`config.mk`:
```
export PLATFORM = sky130hd
export DESIGN_NAME = remap_global_command_upper
export DESIGN_NICKNAME = d
export VERILOG_FILES = /design/src/pkg/remap_cmd_pkg.sv /design/src/pkg/flush_if.sv /design/src/rtl/write_flush_engine.sv /design/src/rtl/remap_global_command_upper.sv
export VERILOG_INCLUDE_DIRS = /design/src /design/src/pkg
export SDC_FILE = /design/constraint.sdc
export NUM_CORES = 1
export LEC_CHECK = 0
export CAP_MARGIN = 10
export CORE_MARGIN = 2
export CORE_UTILIZATION = 34
export CTS_CLUSTER_SIZE = 20
export DETAILED_ROUTE_END_ITERATION = 16
export DONT_BUFFER_PORTS = 1
export GPL_TIMING_DRIVEN = 1
export PLACE_DENSITY = 0.55
export SYNTH_ARGS = -nofsm -noshare
export SYNTH_HDL_FRONTEND = slang
export SYNTH_SLANG_ARGS = --single-unit
```
`constraint.sdc`:
```
create_clock -name clk_sys -period 4.01 [get_ports clk_sys]
set_clock_uncertainty 0.2 [all_clocks]
set_input_delay 0.401 -clock clk_sys [delete_from_list [all_inputs] [get_ports clk_sys]]
set_output_delay 0.401 -clock clk_sys [all_outputs]
set_load 0.03 [all_outputs]
```
`src/pkg/remap_cmd_params.svh`:
```
// offsets, field positions, reset values and timing counts of the command block
`ifndef REMAP_CMD_PARAMS_SVH
`define REMAP_CMD_PARAMS_SVH

// register offsets (byte addresses)
`define GLOBAL_COMMAND_OFS 8'h18
`define GLOBAL_STATUS_OFS 8'h1C
`define FEATURE_CFG_OFS 8'h40
`define INTR_TABLE_ADDRESS_OFS 8'h44
`define TABLE_POINTER_OFS 8'h48

// command and status bit positions
`define ADV_FAULT_LOG_BIT 28
`define WRITE_BUFFER_FLUSH_BIT 27
`define QUEUED_INVAL_BIT 26
`define INTR_REMAP_BIT 25
`define INTR_TABLE_POINTER_BIT 24

// feature configuration bit positions
`define FEAT_AFL_BIT 0
`define FEAT_WBF_BIT 1
`define FEAT_QI_BIT 2
`define FEAT_IR_BIT 3

// reset values (FEATURE_CFG_RST is not applied; the feature word resets to zero)
`define FEATURE_CFG_RST 4'hF
`define INTR_TABLE_ADDRESS_RST 32'h0000_0000

// timing: write buffer flush settle time in ns, converted at 100 MHz
`define CLK_PERIOD_NS 10
`define FLUSH_TIME_NS 40
`define FLUSH_CYCLES ((`FLUSH_TIME_NS + `CLK_PERIOD_NS - 1) / `CLK_PERIOD_NS)

`endif

```
`src/pkg/remap_cmd_pkg.sv`:
```
// types shared by the command block modules
package remap_cmd_pkg;

   typedef enum logic [1:0] {
      IR_OFF,
      IR_DRAIN_ON,
      IR_ON,
      IR_DRAIN_OFF
   } ir_state_type;

   typedef enum logic [1:0] {
      FL_IDLE,
      FL_WAIT,
      FL_SETTLE
   } flush_state_type;

endpackage

```
`src/pkg/flush_if.sv`:
```
// request and done handshake between the command block and its flush engine
`timescale 1ns/1ps
interface flush_if;
   logic req;
   logic busy;
   logic done;

   modport requester (
      output req,
      input busy,
      input done
   );

   modport engine (
      input req,
      output busy,
      output done
   );
endinterface

```
`src/rtl/write_flush_engine.sv`:
```
// write posting buffer flush sequencer
`timescale 1ns/1ps
`include "remap_cmd_params.svh"
module write_flush_engine #(
   parameter int FLUSH_CYCLES = `FLUSH_CYCLES
) (
   // clock and reset
   input wire logic clk_sys,
   input wire logic rstn,
   // request side
   flush_if.engine fl,
   // posting buffer
   output logic wbuf_drain_req,
   input wire logic wbuf_empty
);

   remap_cmd_pkg::flush_state_type state_q;
   logic [7:0] cnt_q;
   logic done_q;

   // ----------------------------------------
   // flush sequence
   // ----------------------------------------
   always_ff @(posedge clk_sys or negedge rstn) begin
      if (!rstn) begin
         state_q <= remap_cmd_pkg::FL_IDLE;
         cnt_q <= 8'h00;
         done_q <= 1'b0;
      end else begin
         done_q <= 1'b0;
         case (state_q)
            remap_cmd_pkg::FL_IDLE: begin
               if (fl.req) begin
                  state_q <= remap_cmd_pkg::FL_WAIT;
               end
            end
            remap_cmd_pkg::FL_WAIT: begin
               if (wbuf_empty) begin
                  state_q <= remap_cmd_pkg::FL_SETTLE;
                  cnt_q <= 8'(FLUSH_CYCLES);
               end
            end
            remap_cmd_pkg::FL_SETTLE: begin
               // lets the last posted write reach memory before reporting
               if (cnt_q <= 8'h01) begin
                  state_q <= remap_cmd_pkg::FL_IDLE;
                  done_q <= 1'b1;
               end else begin
                  cnt_q <= cnt_q - 8'h01;
               end
            end
            default: begin
               state_q <= remap_cmd_pkg::FL_IDLE;
            end
         endcase
      end
   end

   assign wbuf_drain_req = (state_q == remap_cmd_pkg::FL_WAIT);
   assign fl.busy = (state_q != remap_cmd_pkg::FL_IDLE);
   assign fl.done = done_q;

endmodule

```
`src/rtl/remap_global_command_upper.sv`:
```
// global command bits 28 to 24 with their status reporting
//
// Design decisions made here: the plain strobed port and the register offsets.
`timescale 1ns/1ps
`include "remap_cmd_params.svh"
module remap_global_command_upper #(
   parameter int FLUSH_CYCLES = `FLUSH_CYCLES,
   parameter logic [3:0] FEATURE_RST = `FEATURE_CFG_RST
) (
   // clock and reset
   input wire logic clk_sys,
   input wire logic rstn,
   // register port
   input wire logic [7:0] reg_addr,
   input wire logic [31:0] reg_wdata,
   input wire logic reg_wr,
   input wire logic reg_rd,
   output logic [31:0] reg_rdata,
   // fault logging path
   output logic fault_log_to_memory,
   // queued invalidation
   output logic queued_inval_active,
   // interrupt remapping datapath
   output logic intr_remap_active,
   output logic intr_accept_hold,
   input wire logic intr_in_flight,
   input wire logic intr_queue_empty,
   output logic [31:0] intr_table_pointer,
   // invalidation requests from the cache logic
   input wire logic cache_inval_req,
   output logic cache_inval_go,
   // write posting buffer
   output logic wbuf_drain_req,
   input wire logic wbuf_empty
);

   flush_if fl ();

   logic [3:0] feature_q;
   logic [31:0] table_address_q;
   logic [31:0] table_pointer_q;
   logic afl_status_q;
   logic qi_status_q;
   logic ir_status_q;
   logic itp_status_q;
   logic wbf_status_q;
   logic flush_req_q;
   logic inval_pending_q;
   logic inval_go_q;
   logic [1:0] itp_pend_q;
   remap_cmd_pkg::ir_state_type ir_state_q;
   logic cmd_wr;
   logic feat_afl;
   logic feat_wbf;
   logic feat_qi;
   logic feat_ir;

   function automatic logic hit(input logic [7:0] a, input logic [7:0] ofs);
      hit = (a == ofs);
   endfunction

   // ----------------------------------------
   // decode
   // ----------------------------------------
   assign cmd_wr = reg_wr && hit(reg_addr, `GLOBAL_COMMAND_OFS);
   assign feat_afl = feature_q[`FEAT_AFL_BIT];
   assign feat_wbf = feature_q[`FEAT_WBF_BIT];
   assign feat_qi = feature_q[`FEAT_QI_BIT];
   assign feat_ir = feature_q[`FEAT_IR_BIT];

   // ----------------------------------------
   // configuration registers
   // ----------------------------------------
   always_ff @(posedge clk_sys or negedge rstn) begin
      if (!rstn) begin
         feature_q <= 4'h0;
      end else if (reg_wr && hit(reg_addr, `FEATURE_CFG_OFS)) begin
         feature_q <= reg_wdata[3:0];
      end
   end

   always_ff @(posedge clk_sys or negedge rstn) begin
      if (!rstn) begin
         table_address_q <= `INTR_TABLE_ADDRESS_RST;
      end else if (reg_wr && hit(reg_addr, `INTR_TABLE_ADDRESS_OFS)) begin
         table_address_q <= reg_wdata;
      end
   end

   // ----------------------------------------
   // advanced fault logging
   // ----------------------------------------
   // pointer loading is the software's duty; no check here
   always_ff @(posedge clk_sys or negedge rstn) begin
      if (!rstn) begin
         afl_status_q <= 1'b0;
      end else if (cmd_wr && feat_afl) begin
         afl_status_q <= reg_wdata[`ADV_FAULT_LOG_BIT];
      end
   end
   assign fault_log_to_memory = afl_status_q;

   // ----------------------------------------
   // queued invalidation
   // ----------------------------------------
   always_ff @(posedge clk_sys or negedge rstn) begin
      if (!rstn) begin
         qi_status_q <= 1'b0;
      end else if (cmd_wr && feat_qi) begin
         qi_status_q <= reg_wdata[`QUEUED_INVAL_BIT];
      end
   end
   assign queued_inval_active = qi_status_q;

   // ----------------------------------------
   // write buffer flush
   // ----------------------------------------
   logic flush_cmd;
   assign flush_cmd = cmd_wr && feat_wbf && reg_wdata[`WRITE_BUFFER_FLUSH_BIT];

   logic flush_new;
   logic flush_issue;
   logic flush_want_q;
   logic flush_final;
   assign flush_new = flush_cmd || (cache_inval_req && feat_wbf && !inval_pending_q);
   assign flush_issue = (flush_new || flush_want_q) && !fl.busy && !flush_req_q;

   always_ff @(posedge clk_sys or negedge rstn) begin
      if (!rstn) begin
         flush_req_q <= 1'b0;
      end else begin
         // one request per command or per held invalidation
         flush_req_q <= flush_issue;
      end
   end

   // a request that meets a running flush is kept and runs next, never dropped
   always_ff @(posedge clk_sys or negedge rstn) begin
      if (!rstn) begin
         flush_want_q <= 1'b0;
      end else if (flush_issue) begin
         flush_want_q <= 1'b0;
      end else if (flush_new) begin
         flush_want_q <= 1'b1;
      end
   end

   // only the last flush of a run reports completion
   assign flush_final = fl.done && !flush_want_q && !flush_req_q;
   assign fl.req = flush_req_q;

   // status stays set from command until the flush has fully finished
   always_ff @(posedge clk_sys or negedge rstn) begin
      if (!rstn) begin
         wbf_status_q <= 1'b0;
      end else if (flush_cmd) begin
         wbf_status_q <= 1'b1;
      end else if (flush_final) begin
         wbf_status_q <= 1'b0;
      end
   end

   // invalidations wait for an implicit flush when flushing is required
   always_ff @(posedge clk_sys or negedge rstn) begin
      if (!rstn) begin
         inval_pending_q <= 1'b0;
         inval_go_q <= 1'b0;
      end else begin
         inval_go_q <= 1'b0;
         if (cache_inval_req && !feat_wbf && !inval_pending_q) begin
            inval_go_q <= 1'b1;
         end else if (cache_inval_req && feat_wbf && !inval_pending_q) begin
            inval_pending_q <= 1'b1;
         end else if (inval_pending_q && flush_final) begin
            inval_pending_q <= 1'b0;
            inval_go_q <= 1'b1;
         end
      end
   end
   assign cache_inval_go = inval_go_q;

   write_flush_engine #(
      .FLUSH_CYCLES(FLUSH_CYCLES)
   ) u_flush (
      .clk_sys(clk_sys),
      .rstn(rstn),
      .fl(fl),
      .wbuf_drain_req(wbuf_drain_req),
      .wbuf_empty(wbuf_empty)
   );

   // ----------------------------------------
   // interrupt table pointer
   // ----------------------------------------
   // status cleared on command, set two cycles later once the pointer is live
   always_ff @(posedge clk_sys or negedge rstn) begin
      if (!rstn) begin
         itp_pend_q <= 2'b00;
         itp_status_q <= 1'b0;
         table_pointer_q <= 32'h0000_0000;
      end else begin
         itp_pend_q <= {itp_pend_q[0], 1'b0};
         if (cmd_wr && feat_ir && reg_wdata[`INTR_TABLE_POINTER_BIT]) begin
            itp_pend_q <= 2'b01;
            itp_status_q <= 1'b0;
         end else if (itp_pend_q[1]) begin
            // load only between interrupts so none sees a half-old pointer
            if (!intr_in_flight) begin
               table_pointer_q <= table_address_q;
               itp_status_q <= 1'b1;
            end else begin
               itp_pend_q <= 2'b10;
            end
         end
      end
   end
   assign intr_table_pointer = table_pointer_q;

   // ----------------------------------------
   // interrupt remapping enable
   // ----------------------------------------
   always_ff @(posedge clk_sys or negedge rstn) begin
      if (!rstn) begin
         ir_state_q <= remap_cmd_pkg::IR_OFF;
      end else begin
         case (ir_state_q)
            remap_cmd_pkg::IR_OFF: begin
               if (cmd_wr && feat_ir && reg_wdata[`INTR_REMAP_BIT]) begin
                  ir_state_q <= remap_cmd_pkg::IR_DRAIN_ON;
               end
            end
            remap_cmd_pkg::IR_DRAIN_ON: begin
               if (intr_queue_empty && !intr_in_flight) begin
                  ir_state_q <= remap_cmd_pkg::IR_ON;
               end
            end
            remap_cmd_pkg::IR_ON: begin
               if (cmd_wr && feat_ir && !reg_wdata[`INTR_REMAP_BIT]) begin
                  ir_state_q <= remap_cmd_pkg::IR_DRAIN_OFF;
               end
            end
            remap_cmd_pkg::IR_DRAIN_OFF: begin
               if (!intr_in_flight) begin
                  ir_state_q <= remap_cmd_pkg::IR_OFF;
               end
            end
            default: begin
               ir_state_q <= remap_cmd_pkg::IR_OFF;
            end
         endcase
      end
   end

   // status follows only the completed states
   always_ff @(posedge clk_sys or negedge rstn) begin
      if (!rstn) begin
         ir_status_q <= 1'b0;
      end else begin
         ir_status_q <= (ir_state_q == remap_cmd_pkg::IR_ON)
            || (ir_state_q == remap_cmd_pkg::IR_DRAIN_OFF);
      end
   end

   // new interrupts held off while a switch is pending
   assign intr_accept_hold = (ir_state_q == remap_cmd_pkg::IR_DRAIN_ON)
      || (ir_state_q == remap_cmd_pkg::IR_DRAIN_OFF);
   assign intr_remap_active = (ir_state_q == remap_cmd_pkg::IR_ON)
      || (ir_state_q == remap_cmd_pkg::IR_DRAIN_OFF);

   // ----------------------------------------
   // read back
   // ----------------------------------------
   logic [31:0] status_word;
   always_comb begin
      status_word = 32'h0000_0000;
      status_word[`ADV_FAULT_LOG_BIT] = afl_status_q;
      status_word[`WRITE_BUFFER_FLUSH_BIT] = wbf_status_q;
      status_word[`QUEUED_INVAL_BIT] = qi_status_q;
      status_word[`INTR_REMAP_BIT] = ir_status_q;
      status_word[`INTR_TABLE_POINTER_BIT] = itp_status_q;
   end

   // address decode of the readable words
   function automatic logic [31:0] read_word(input logic [7:0] a, input logic [31:0] sts,
         input logic [3:0] feat, input logic [31:0] tad, input logic [31:0] tpt);
      case (a)
         `GLOBAL_STATUS_OFS: begin
            read_word = sts;
         end
         `FEATURE_CFG_OFS: begin
            read_word = {28'h000_0000, feat};
         end
         `INTR_TABLE_ADDRESS_OFS: begin
            read_word = tad;
         end
         `TABLE_POINTER_OFS: begin
            read_word = tpt;
         end
         default: begin
            // command register is write only and reads zero, as do holes
            read_word = 32'h0000_0000;
         end
      endcase
   endfunction

   // data stand one cycle only, so a stale word never looks like an answer
   always_ff @(posedge clk_sys or negedge rstn) begin
      if (!rstn) begin
         reg_rdata <= 32'h0000_0000;
      end else if (reg_rd) begin
         reg_rdata <= read_word(reg_addr, status_word, feature_q, table_address_q,
            table_pointer_q);
      end else begin
         reg_rdata <= 32'h0000_0000;
      end
   end

   // FEATURE_RST is not applied; the feature word resets to zero, all features off
   logic unused_feat_rst;
   assign unused_feat_rst = ^FEATURE_RST;

endmodule

```
==> results of run 1 <==
[stage by stage]
step	cell area, sq um	total power, W
after global routing	6630	0.00374
final	6630	0.00356
after detailed placement	5600	0.00192
after CTS	6600	0.00358
after global placement	5600	0.00190
after floorplan	5380	0.00182
[power breakdown]
group,internal [W],leakage (nW),switching [W]
combinational,0.000224,1.05,0.000343
sequential,0.00133,1.72,0.0000766
clock,0.00102,0.297,0.000572
total,0.00257,3.06,0.000992
[sequential cells by signal, indices dropped and copies added (netlist names), 2 cells and up]
register,cells
table_address_q,32
itp_pend_q,2
u_flush.state_q,2
feature_q,4
intr_table_pointer,32
u_flush.cnt_q,8
reg_rdata,32
ir_state_q,2
[cells in the mapped netlist, drive strengths merged]
cell / number
inv: 13
or2: 2
nor2b: 3
o41ai: 3
o2111ai: 1
dfrtp: 124
a211o: 1
nand2b: 5
ha: 10
buf: 10
a22oi: 23
or4b: 3
a222oi: 3
nand2: 21
a21o: 1
a221o: 2
nor3b: 6
nand3: 4
nor3: 35
a31oi: 2
a21boi: 1
a32oi: 1
nand4b: 2
a211oi: 5
a32o: 1
a21oi: 7
nor2: 12
nor4b: 1
and2: 2
nand3b: 1
and3: 9
o32ai: 2
or3: 3
mux2: 72
clkbuf: 14
or4: 1
nor4: 2
mux2i: 1
o31a: 1
o31ai: 4
a22o: 4
o21bai: 1
o21ai: 14
[routing by layer]
layer  part of all wire [%]  track usage, %  vias up
met4                   0.86            5.19        0
met2                     48            25.2      149
met5                      0               0        -
met1                     42            20.0     1817
met3                    9.2            7.22       12
li1                       -               -     1674
[worst paths after layout]
kind | start | cells after the start | endpoint
worst max-delay path | reg_addr[5] | 5 | intr_table_pointer[15]
worst min-delay path | intr_in_flight | 3 | itp_status_q
worst max register to register | u_flush.cnt_q[3] | 4 | u_flush.cnt_q[3]
worst min register to register | itp_pend_q[0] | 2 | itp_pend_q[1]
max in group asynchronous | rstn | 2 | itp_pend_q[1]
min in group asynchronous | rstn | 2 | table_address_q[30]
[cell type report]
class / count / area (sq um)
Multi-Input combinational cell: 272 / 2130
Clock buffer: 20 / 457
Sequential cell: 124 / 3100
Clock inverter: 12 / 163
Inverter: 13 / 48.8
Tap cell: 211 / 264
Fill cell: 1447 / 8680
Timing Repair Buffer: 44 / 460
[logic make-up (layout without fill, tap and decap cells)]
kind of cell,count (synthesis),in the layout,share of synthesized area (%)
and+or+nand+nor,112,112,11.2
muxes,73,73,15.2
DFF,124,124,57.6
adders and majority gates,10,10,2.32
buffers and inverters,37,89,3.07
AOI/OAI and AO/OA,77,77,10.5
[critical path, cell delays in order]
cell and delay (ns):
or4b_1 0.63, or3_1 0.52, o21ai_4 0.45, buf_4 0.30
mux2_2 0.35
==> metrics.txt, run 1 <==
outcome=finished clean; Hold Crit Class=in -> reg; post-synth top area cell=dfrtp_1; post-CTS resize count=0; CTS max path bufs=2; Setup WS pre-CTS=~0.94 ns; Fmax=between 300 and 400 MHz; Fin. Hold Viols=0; Setup Crit Path Kind=in -> reg; worst hold slack=about 0.022 ns; end-of-flow core utilization=43.3%; Post-Syn Area=around 0.0054 sq mm; Chip Width=around 130 microns; post-CTS setup buffers=0; placed insts=roughly 630; Leak Pwr=~3 nW; number of remaining DRC errors=0; number of global-route vias before repair=between 3000 and 4000; Slew Limit Fails=0; max-cap violations=0; Total Wirelength=around 13 mm; Worst EP arrival=between 2 and 3 ns; gr usage total=16.1%; Yosys Warn Count=0; hpwl dp=around 8.6 mm; synthesized instance count=433; ANT cells=0; post-synth top area share=approximately 58%; drt pass-1 iters=5; Worst setup SP type=input pin; DRT antenna net count=0; setup TNS=0 ns; Die Footprint=about 0.017 sq mm; Netlist cell types=47; port buffer count=0; final period utilization=around 64%; antenna violations before repair=0; Clk Latency, worst-skew pair=around 0.41 ns; Vias/cell=roughly 5.2; Reg clk slew, reported paths=roughly 0.060 ns; Final Setup Violations=0; die height=roughly 130 microns; Worst Path Required=approximately 4.1 ns; synth top area cells=dfrtp_1, mux2_2, a22oi_1, nor3_1, ha_1; worst setup margin=1.44 ns; hold buffer count at cts=37; Tmin final=2.57 ns; # IOs=around 120; NumNets Final=between 500 and 600; wire per inst=18.7 microns; Initial DRC Count=slightly below 200; Initial Util=35.1%; Non-Filler Instances=~700; register area share after synthesis=57.6%; first-pass GRT wire length=approximately 20 mm; worst-path maximum fanout=12; Worst VDD drop=between 0.0003 and 0.0004 V; synthesis-to-finish area growth=23.2%; Slew headroom=roughly a third; CTS H-tree depth=4; CTS root buffer=clkbuf_16; routed vias=3652; GRT overflow=0; RSZ-0062 raised after global routing=no; largest net degree at the start of global routing=125; syn_nets=around 490; Power Dens Cells=536 mW/mm^2; share of layout cells above drive strength 1=24.1%; worst slew pin tran=0.997 ns; TritonCTS buffer count=17; commonest non-fill, non-tap cell in the layout=dfrtp_1; syn_area_per_cell=between 10 and 15 sq um; #FFs+latches synth=124; most frequent cells in the layout=dfrtp_1, mux2_2, dlygate4sd3_1; row count=45; R2R Setup Slk=roughly 1.5 ns; clock sinks=124; endpoint class of the critical path=register; Core ar.=0.0153 sq mm; CTS tree=yes; RePlAce Congestion=between 0.7 and 0.8
No activity file was read; power rests on OpenSTA's default activity.
==> run 2: changes to the inputs <==
Settings changed: PLACE_DENSITY 0.55 to 0.57.
Clock period 4.01 ns to 2.3 ns, I/O delays scaled along.
==> metrics.txt, run 2 (synthesis gave the netlist of run 1 again) <==
Worst VDD drop=0.000607 V (+71%); CTS max path bufs=2 (unchanged); Total Wirelength=13.7 mm (+4.8%); Chip Width=130 microns (unchanged); gr usage total=16.9% (+0.80 points); Core ar.=0.0153 sq mm (unchanged); Power Dens Cells=921 mW/mm^2 (+72%); Fmax=~460 MHz; Finished Cell Area=0.00678 sq mm (+2.2%); placed insts=642 (+2.6%); number of global-route vias before repair=3916 (+6.5%); DRT antenna net count=0 (unchanged); CTS root buffer=clkbuf_16; wire per inst=19.2 microns (+2.5%); Fin. Hold Viols=124 (+124); CTS H-tree depth=4 (unchanged); NumNets Final=546 (+3.0%); max-cap violations=0 (unchanged); number of remaining DRC errors=0 (unchanged); largest net degree at the start of global routing=125 (unchanged); hpwl dp=8.89 mm (+4.0%); Final Setup Violations=0 (unchanged); RePlAce Congestion=0.792 (+5.9%); Slew headroom=27.6% (-5.8 points); Leak Pwr=3.15 nW (+2.8%); R2R depth=4 (unchanged); DP Area=0.00577 sq mm (+3.2%); Non-Filler Instances=712 (+2.3%); RSZ-0062 raised after global routing=yes; Tmin final=2.19 ns; Reg clk slew, reported paths=0.06 ns (about the same); R2R Setup Slk=0.11 ns (-1.42 ns); Vias/cell=5.29 (+0.88%); Initial DRC Count=223 (+16%); Worst Setup SP=u_flush.cnt_q[3]; # IOs=118 (unchanged); final period utilization=approximately 95%; RR Endpoint=u_flush.state_q[0]; antenna violations before repair=0 (unchanged); switching power=0.00166 W (+68%); fillcell total=1430 (-1.2%); TritonCTS buffer count=17 (unchanged); worst slew pin tran=1.08 ns (+0.0864 ns); Worst Path Required=2.40 ns (-1.70 ns); Clk Latency, worst-skew pair=0.41 ns (about the same); synthesis-to-finish area growth=25.9%; share of layout cells above drive strength 1=26.7% (+2.6 points); endpoint class of the critical path=register; port buffer count=0 (unchanged); post-CTS setup buffers=0 (unchanged); drt pass-1 iters=4 (-1); row count=45 (unchanged); violated checks=hold timing; internal power=0.00458 W (+78%); first-pass GRT wire length=21.8 mm (+5.7%); most frequent cells in the layout=dfrtp_1, mux2_2, dlygate4sd3_1; CTS tree=yes; Slew Limit Fails=0 (unchanged); Sw Share=26.7% (-1.2 points); worst-path maximum fanout=8 (-4); routed vias=3769 (+3.2%); Worst EP arrival=2.28 ns (-0.39 ns); outcome=finished, violations left; ANT cells=0 (unchanged); Setup Crit Path Kind=reg -> reg; Seq pwr share=39.2% (-0.2 points); clock sinks=124 (unchanged); Worst setup SP type=register; Hold Crit Class=in -> async; commonest non-fill, non-tap cell in the layout=dfrtp_1; Worst R2R Start=u_flush.cnt_q[3]; hold buffer count at cts=38 (+2.7%); Gate power share=16.3% (+0.4 points); GRT overflow=0 (unchanged); clock share of power=44.4% (-0.2 points); Initial Util=35.1% (unchanged); Worst Setup EP=u_flush.state_q[0]; Die Footprint=0.0169 sq mm (unchanged); worst hold slack=-0.685 ns (-0.707 ns); die height=130 microns (unchanged)
[run 2: worst min path at each step]
stage	startpoint	to	cells past startpoint
final	rstn	intr_table_pointer[19]	0
after global routing	rstn	intr_table_pointer[19]	0
after CTS	rstn	reg_rdata[22]	0
after detailed placement	rstn	intr_table_pointer[19]	0
after global placement	rstn	intr_table_pointer[19]	0
after floorplan	rstn	cache_inval_go	0
[run 2: critical path, cell delays in order (launching register included)]
cell and delay [ns]:
dfrtp_1 0.45, or4_1 0.62, o31ai_1 0.37, nand3_1 0.15, mux2_2 0.28
[run 2: power by group through the flow]
| stage | Sequential, W | Combinational, W | Clock, W |
|---|---|---|---|
| final | 0.00245 | 0.00102 | 0.00277 |
| after global routing | 0.00247 | 0.00116 | 0.00294 |
| after CTS | 0.00245 | 0.00101 | 0.00283 |
| after detailed placement | 0.00248 | 0.000949 | 0 |
| after global placement | 0.00247 | 0.000904 | 0 |
| after floorplan | 0.00245 | 0.000726 | 0 |
[run 2: cell type report]
cell class	instances	area (sq um)	share of cell area [%]
inverters	13	48.8	0.720
repair buffers	60	596	8.79
clock buffers	22	484	7.14
flip-flops and latches	124	3100	45.8
well taps	211	264	3.90
multi-input cells	272	2150	31.7
clock inverters	10	136	2.01
[run 2: repair_timing]
action                                  4_1_cts  5_1_grt
endpoints found under the setup margin        0        5
gates resized for setup                       0        2
endpoints found under the hold margin       179      124
[run 2: layer usage]
metal	wire length [microns]	share of wire (%)	global-route usage, %
met1	5630	41	20.5
met2	6730	49	27.5
met3	1150	8.4	7.09
met4	148	1.1	5.31
met5	0	0	0
[run 2: stage by stage]
stage / hold WS (ns) / setup WS (ns) / TNS [ns] / total power, W / utilization, %
6_report: -0.685 / 0.112 / 0 / 0.00624 / 44.3
5_1_grt: -0.710 / -0.00696 / -0.0134 / 0.00657 / 44.3
4_1_cts: -0.713 / 0.0274 / 0 / 0.00629 / 44.2
3_5_place_dp: -0.263 / -0.0217 / -0.189 / 0.00343 / 37.7
3_3_place_gp: -0.263 / 0.0101 / 0 / 0.00338 / 37.7
2_1_floorplan: -0.266 / -0.0427 / -1.28 / 0.00317 / -
==> run 3: changes to the inputs <==
Settings changed: CORE_UTILIZATION 34 to 57, PLACE_DENSITY 0.57 to 0.82.
==> metrics.txt, run 3 (synthesis gave the netlist of run 1 again) <==
Seq pwr share=40.0% (+0.8 points); Fmax=469 MHz (+2.6%); Worst setup SP type=input pin; crit path cell chain=dlygate4sd3_1 > nor3_1 > nand2_1 > mux2_2 > dlygate4sd3_1; CTS max path bufs=2 (unchanged); violated checks=hold timing; Most Frequent Cell on Critical Path=dlygate4sd3_1; row count=35 (-22%); NumNets Final=553 (+1.3%); TritonCTS buffer count=17 (unchanged); port buffer count=0 (unchanged); gr usage total=26.4% (+9.5 points); Sw Share=29.0% (+2.4 points); end-of-flow core utilization=72.5% (+28 points); GRT overflow=0 (unchanged); worst slew pin tran=0.607 ns (-0.476 ns); Clk Latency, worst-skew pair=0.52 ns (+0.11 ns); share of layout cells above drive strength 1=26.2% (-0.57 points); Core ar.=0.00920 sq mm (-40%); Leak Pwr=3.16 nW (+0.30%); Worst VDD drop=0.000798 V (+32%); CTS root buffer=clkbuf_8; wire per inst=20.5 microns (+6.8%); CTS H-tree depth=4 (unchanged); Slew Limit Fails=0 (unchanged); number of remaining DRC errors=0 (unchanged); drt pass-1 iters=4 (unchanged); slowest cell on the critical path=dlygate4sd3_1; Reg clk slew, reported paths=0.06 ns (about the same); most frequent cells in the layout=dfrtp_1, mux2_2, dlygate4sd3_1; Initial Util=58.5% (+23 points); Hold Crit Class=in -> async; die height=101 microns (-22%); final period utilization=92.7% (-2.4 points); Chip Width=101 microns (-22%); clock share of power=42.8% (-1.6 points); Power Dens Cells=915 mW/mm^2 (-0.61%); post-CTS setup buffers=0 (unchanged); max-cap violations=0 (unchanged); hold buffer count at cts=44 (+16%); Worst EP arrival=2.33 ns (+0.05 ns); endpoint class of the critical path=register; synthesis-to-finish area growth=23.8%; largest net degree at the start of global routing=125 (unchanged); Worst Path Required=2.50 ns (+0.10 ns); Gate power share=17.2% (+0.9 points); Tmin final=2.13 ns (-0.0553 ns); first-pass GRT wire length=20.7 mm (-4.9%); largest stage delay on the critical path=0.71 ns (+0.09 ns); Die Footprint=0.0102 sq mm (-39%); Vias/cell=6.18 (+17%); RSZ-0062 raised after global routing=no; Tot Pwr=0.00610 W (-2.3%); RePlAce Congestion=0.861 (+8.8%); hpwl dp=7.88 mm (-11%); Fin. Hold Viols=124 (unchanged); CTS tree=yes; Slew headroom=59.5% (+32 points); fillcell total=578 (-60%); routed vias=3830 (+1.6%); number of global-route vias before repair=4063 (+3.8%); outcome=finished, violations left; internal power=0.00433 W (-5.4%); Setup Crit Path Kind=in -> reg; antenna violations before repair=1 (+1); Final Setup Violations=0 (unchanged); worst-path maximum fanout=13 (+5); clock sinks=124 (unchanged); worst hold slack=-0.797 ns (-0.112 ns); # IOs=118 (unchanged); post-CTS resize count=0 (unchanged); switching power=0.00177 W (+6.5%); DRT antenna net count=0 (unchanged); commonest non-fill, non-tap cell in the layout=dfrtp_1; Initial DRC Count=221 (-0.90%); Total Wirelength=12.7 mm (-7.0%)
## run 3: cell types whose count changed in the layout (fill, tap and decap cells not counted), moves of 2 or more
cell | before | now
dlygate4sd3_1 | 38 | 44
clkinv_2 | 3 | 1
inv_6 | 1 | 5
clkbuf_8 | 4 | 1
clkinv_4 | 0 | 2
## run 3: power by group through the flow
stage          combinational [W]  clock (W)  sequential, W
2_1_floorplan           0.000726          0        0.00245
3_3_place_gp            0.000902          0        0.00246
3_5_place_dp            0.000955          0        0.00247
4_1_cts                  0.00103    0.00263        0.00243
5_1_grt                  0.00117    0.00276        0.00245
6_report                 0.00105    0.00261        0.00244
## run 3: metrics by stage
step                      cells  setup TNS (ns)  setup slack [ns]  instance area, sq um
after floorplan             433           -1.28           -0.0427                  5390
after global placement      543               0            0.0107                  5640
after detailed placement    543          -0.249           -0.0208                  5640
after CTS                   619               0             0.189                  6660
after global routing        620               0            0.0484                  6670
final                       620               0             0.167                  6670
## run 3: layout make-up
type / instances / area [sq um] / area share, %
Inverter: 13 / 48.8 / 0.732
Tap cell: 111 / 139 / 2.08
Antenna cell: 1 / 2.50 / 0.0375
Clock inverter: 14 / 160 / 2.40
Multi-Input combinational cell: 272 / 2130 / 32.0
Clock buffer: 18 / 418 / 6.27
Sequential cell: 124 / 3100 / 46.6
Timing Repair Buffer: 67 / 663 / 9.95
## run 3: worst paths after layout
path / endpoint / cells after the start / start / slack (ns)
min reg2reg: itp_pend_q[1] / 2 / itp_pend_q[0] / 0.29
min in group clk_sys: table_address_q[24] / 3 / reg_wr / 0.02
min: table_address_q[21] / 0 / rstn / -0.80
max: feature_q[2] / 5 / reg_addr[2] / 0.17
max reg2reg: u_flush.state_q[0] / 4 / u_flush.cnt_q[6] / 0.18
max in group asynchronous: table_address_q[13] / 0 / rstn / 2.51
## run 3: critical path, delay by kind of cell
family,cells,cell delay (ns)
and+or+nand+nor,2,0.51
buffers and inverters,2,1.27
muxes,1,0.31
## run 3: routing by layer
layer  vias up  routed length (microns)  GRT usage (%)
li1       1724                        -              -
met1      1952                     5110           31.4
met2       139                     6490           44.6
met3        15                      933           9.80
met4         0                      160           8.73
met5         -                        0              0
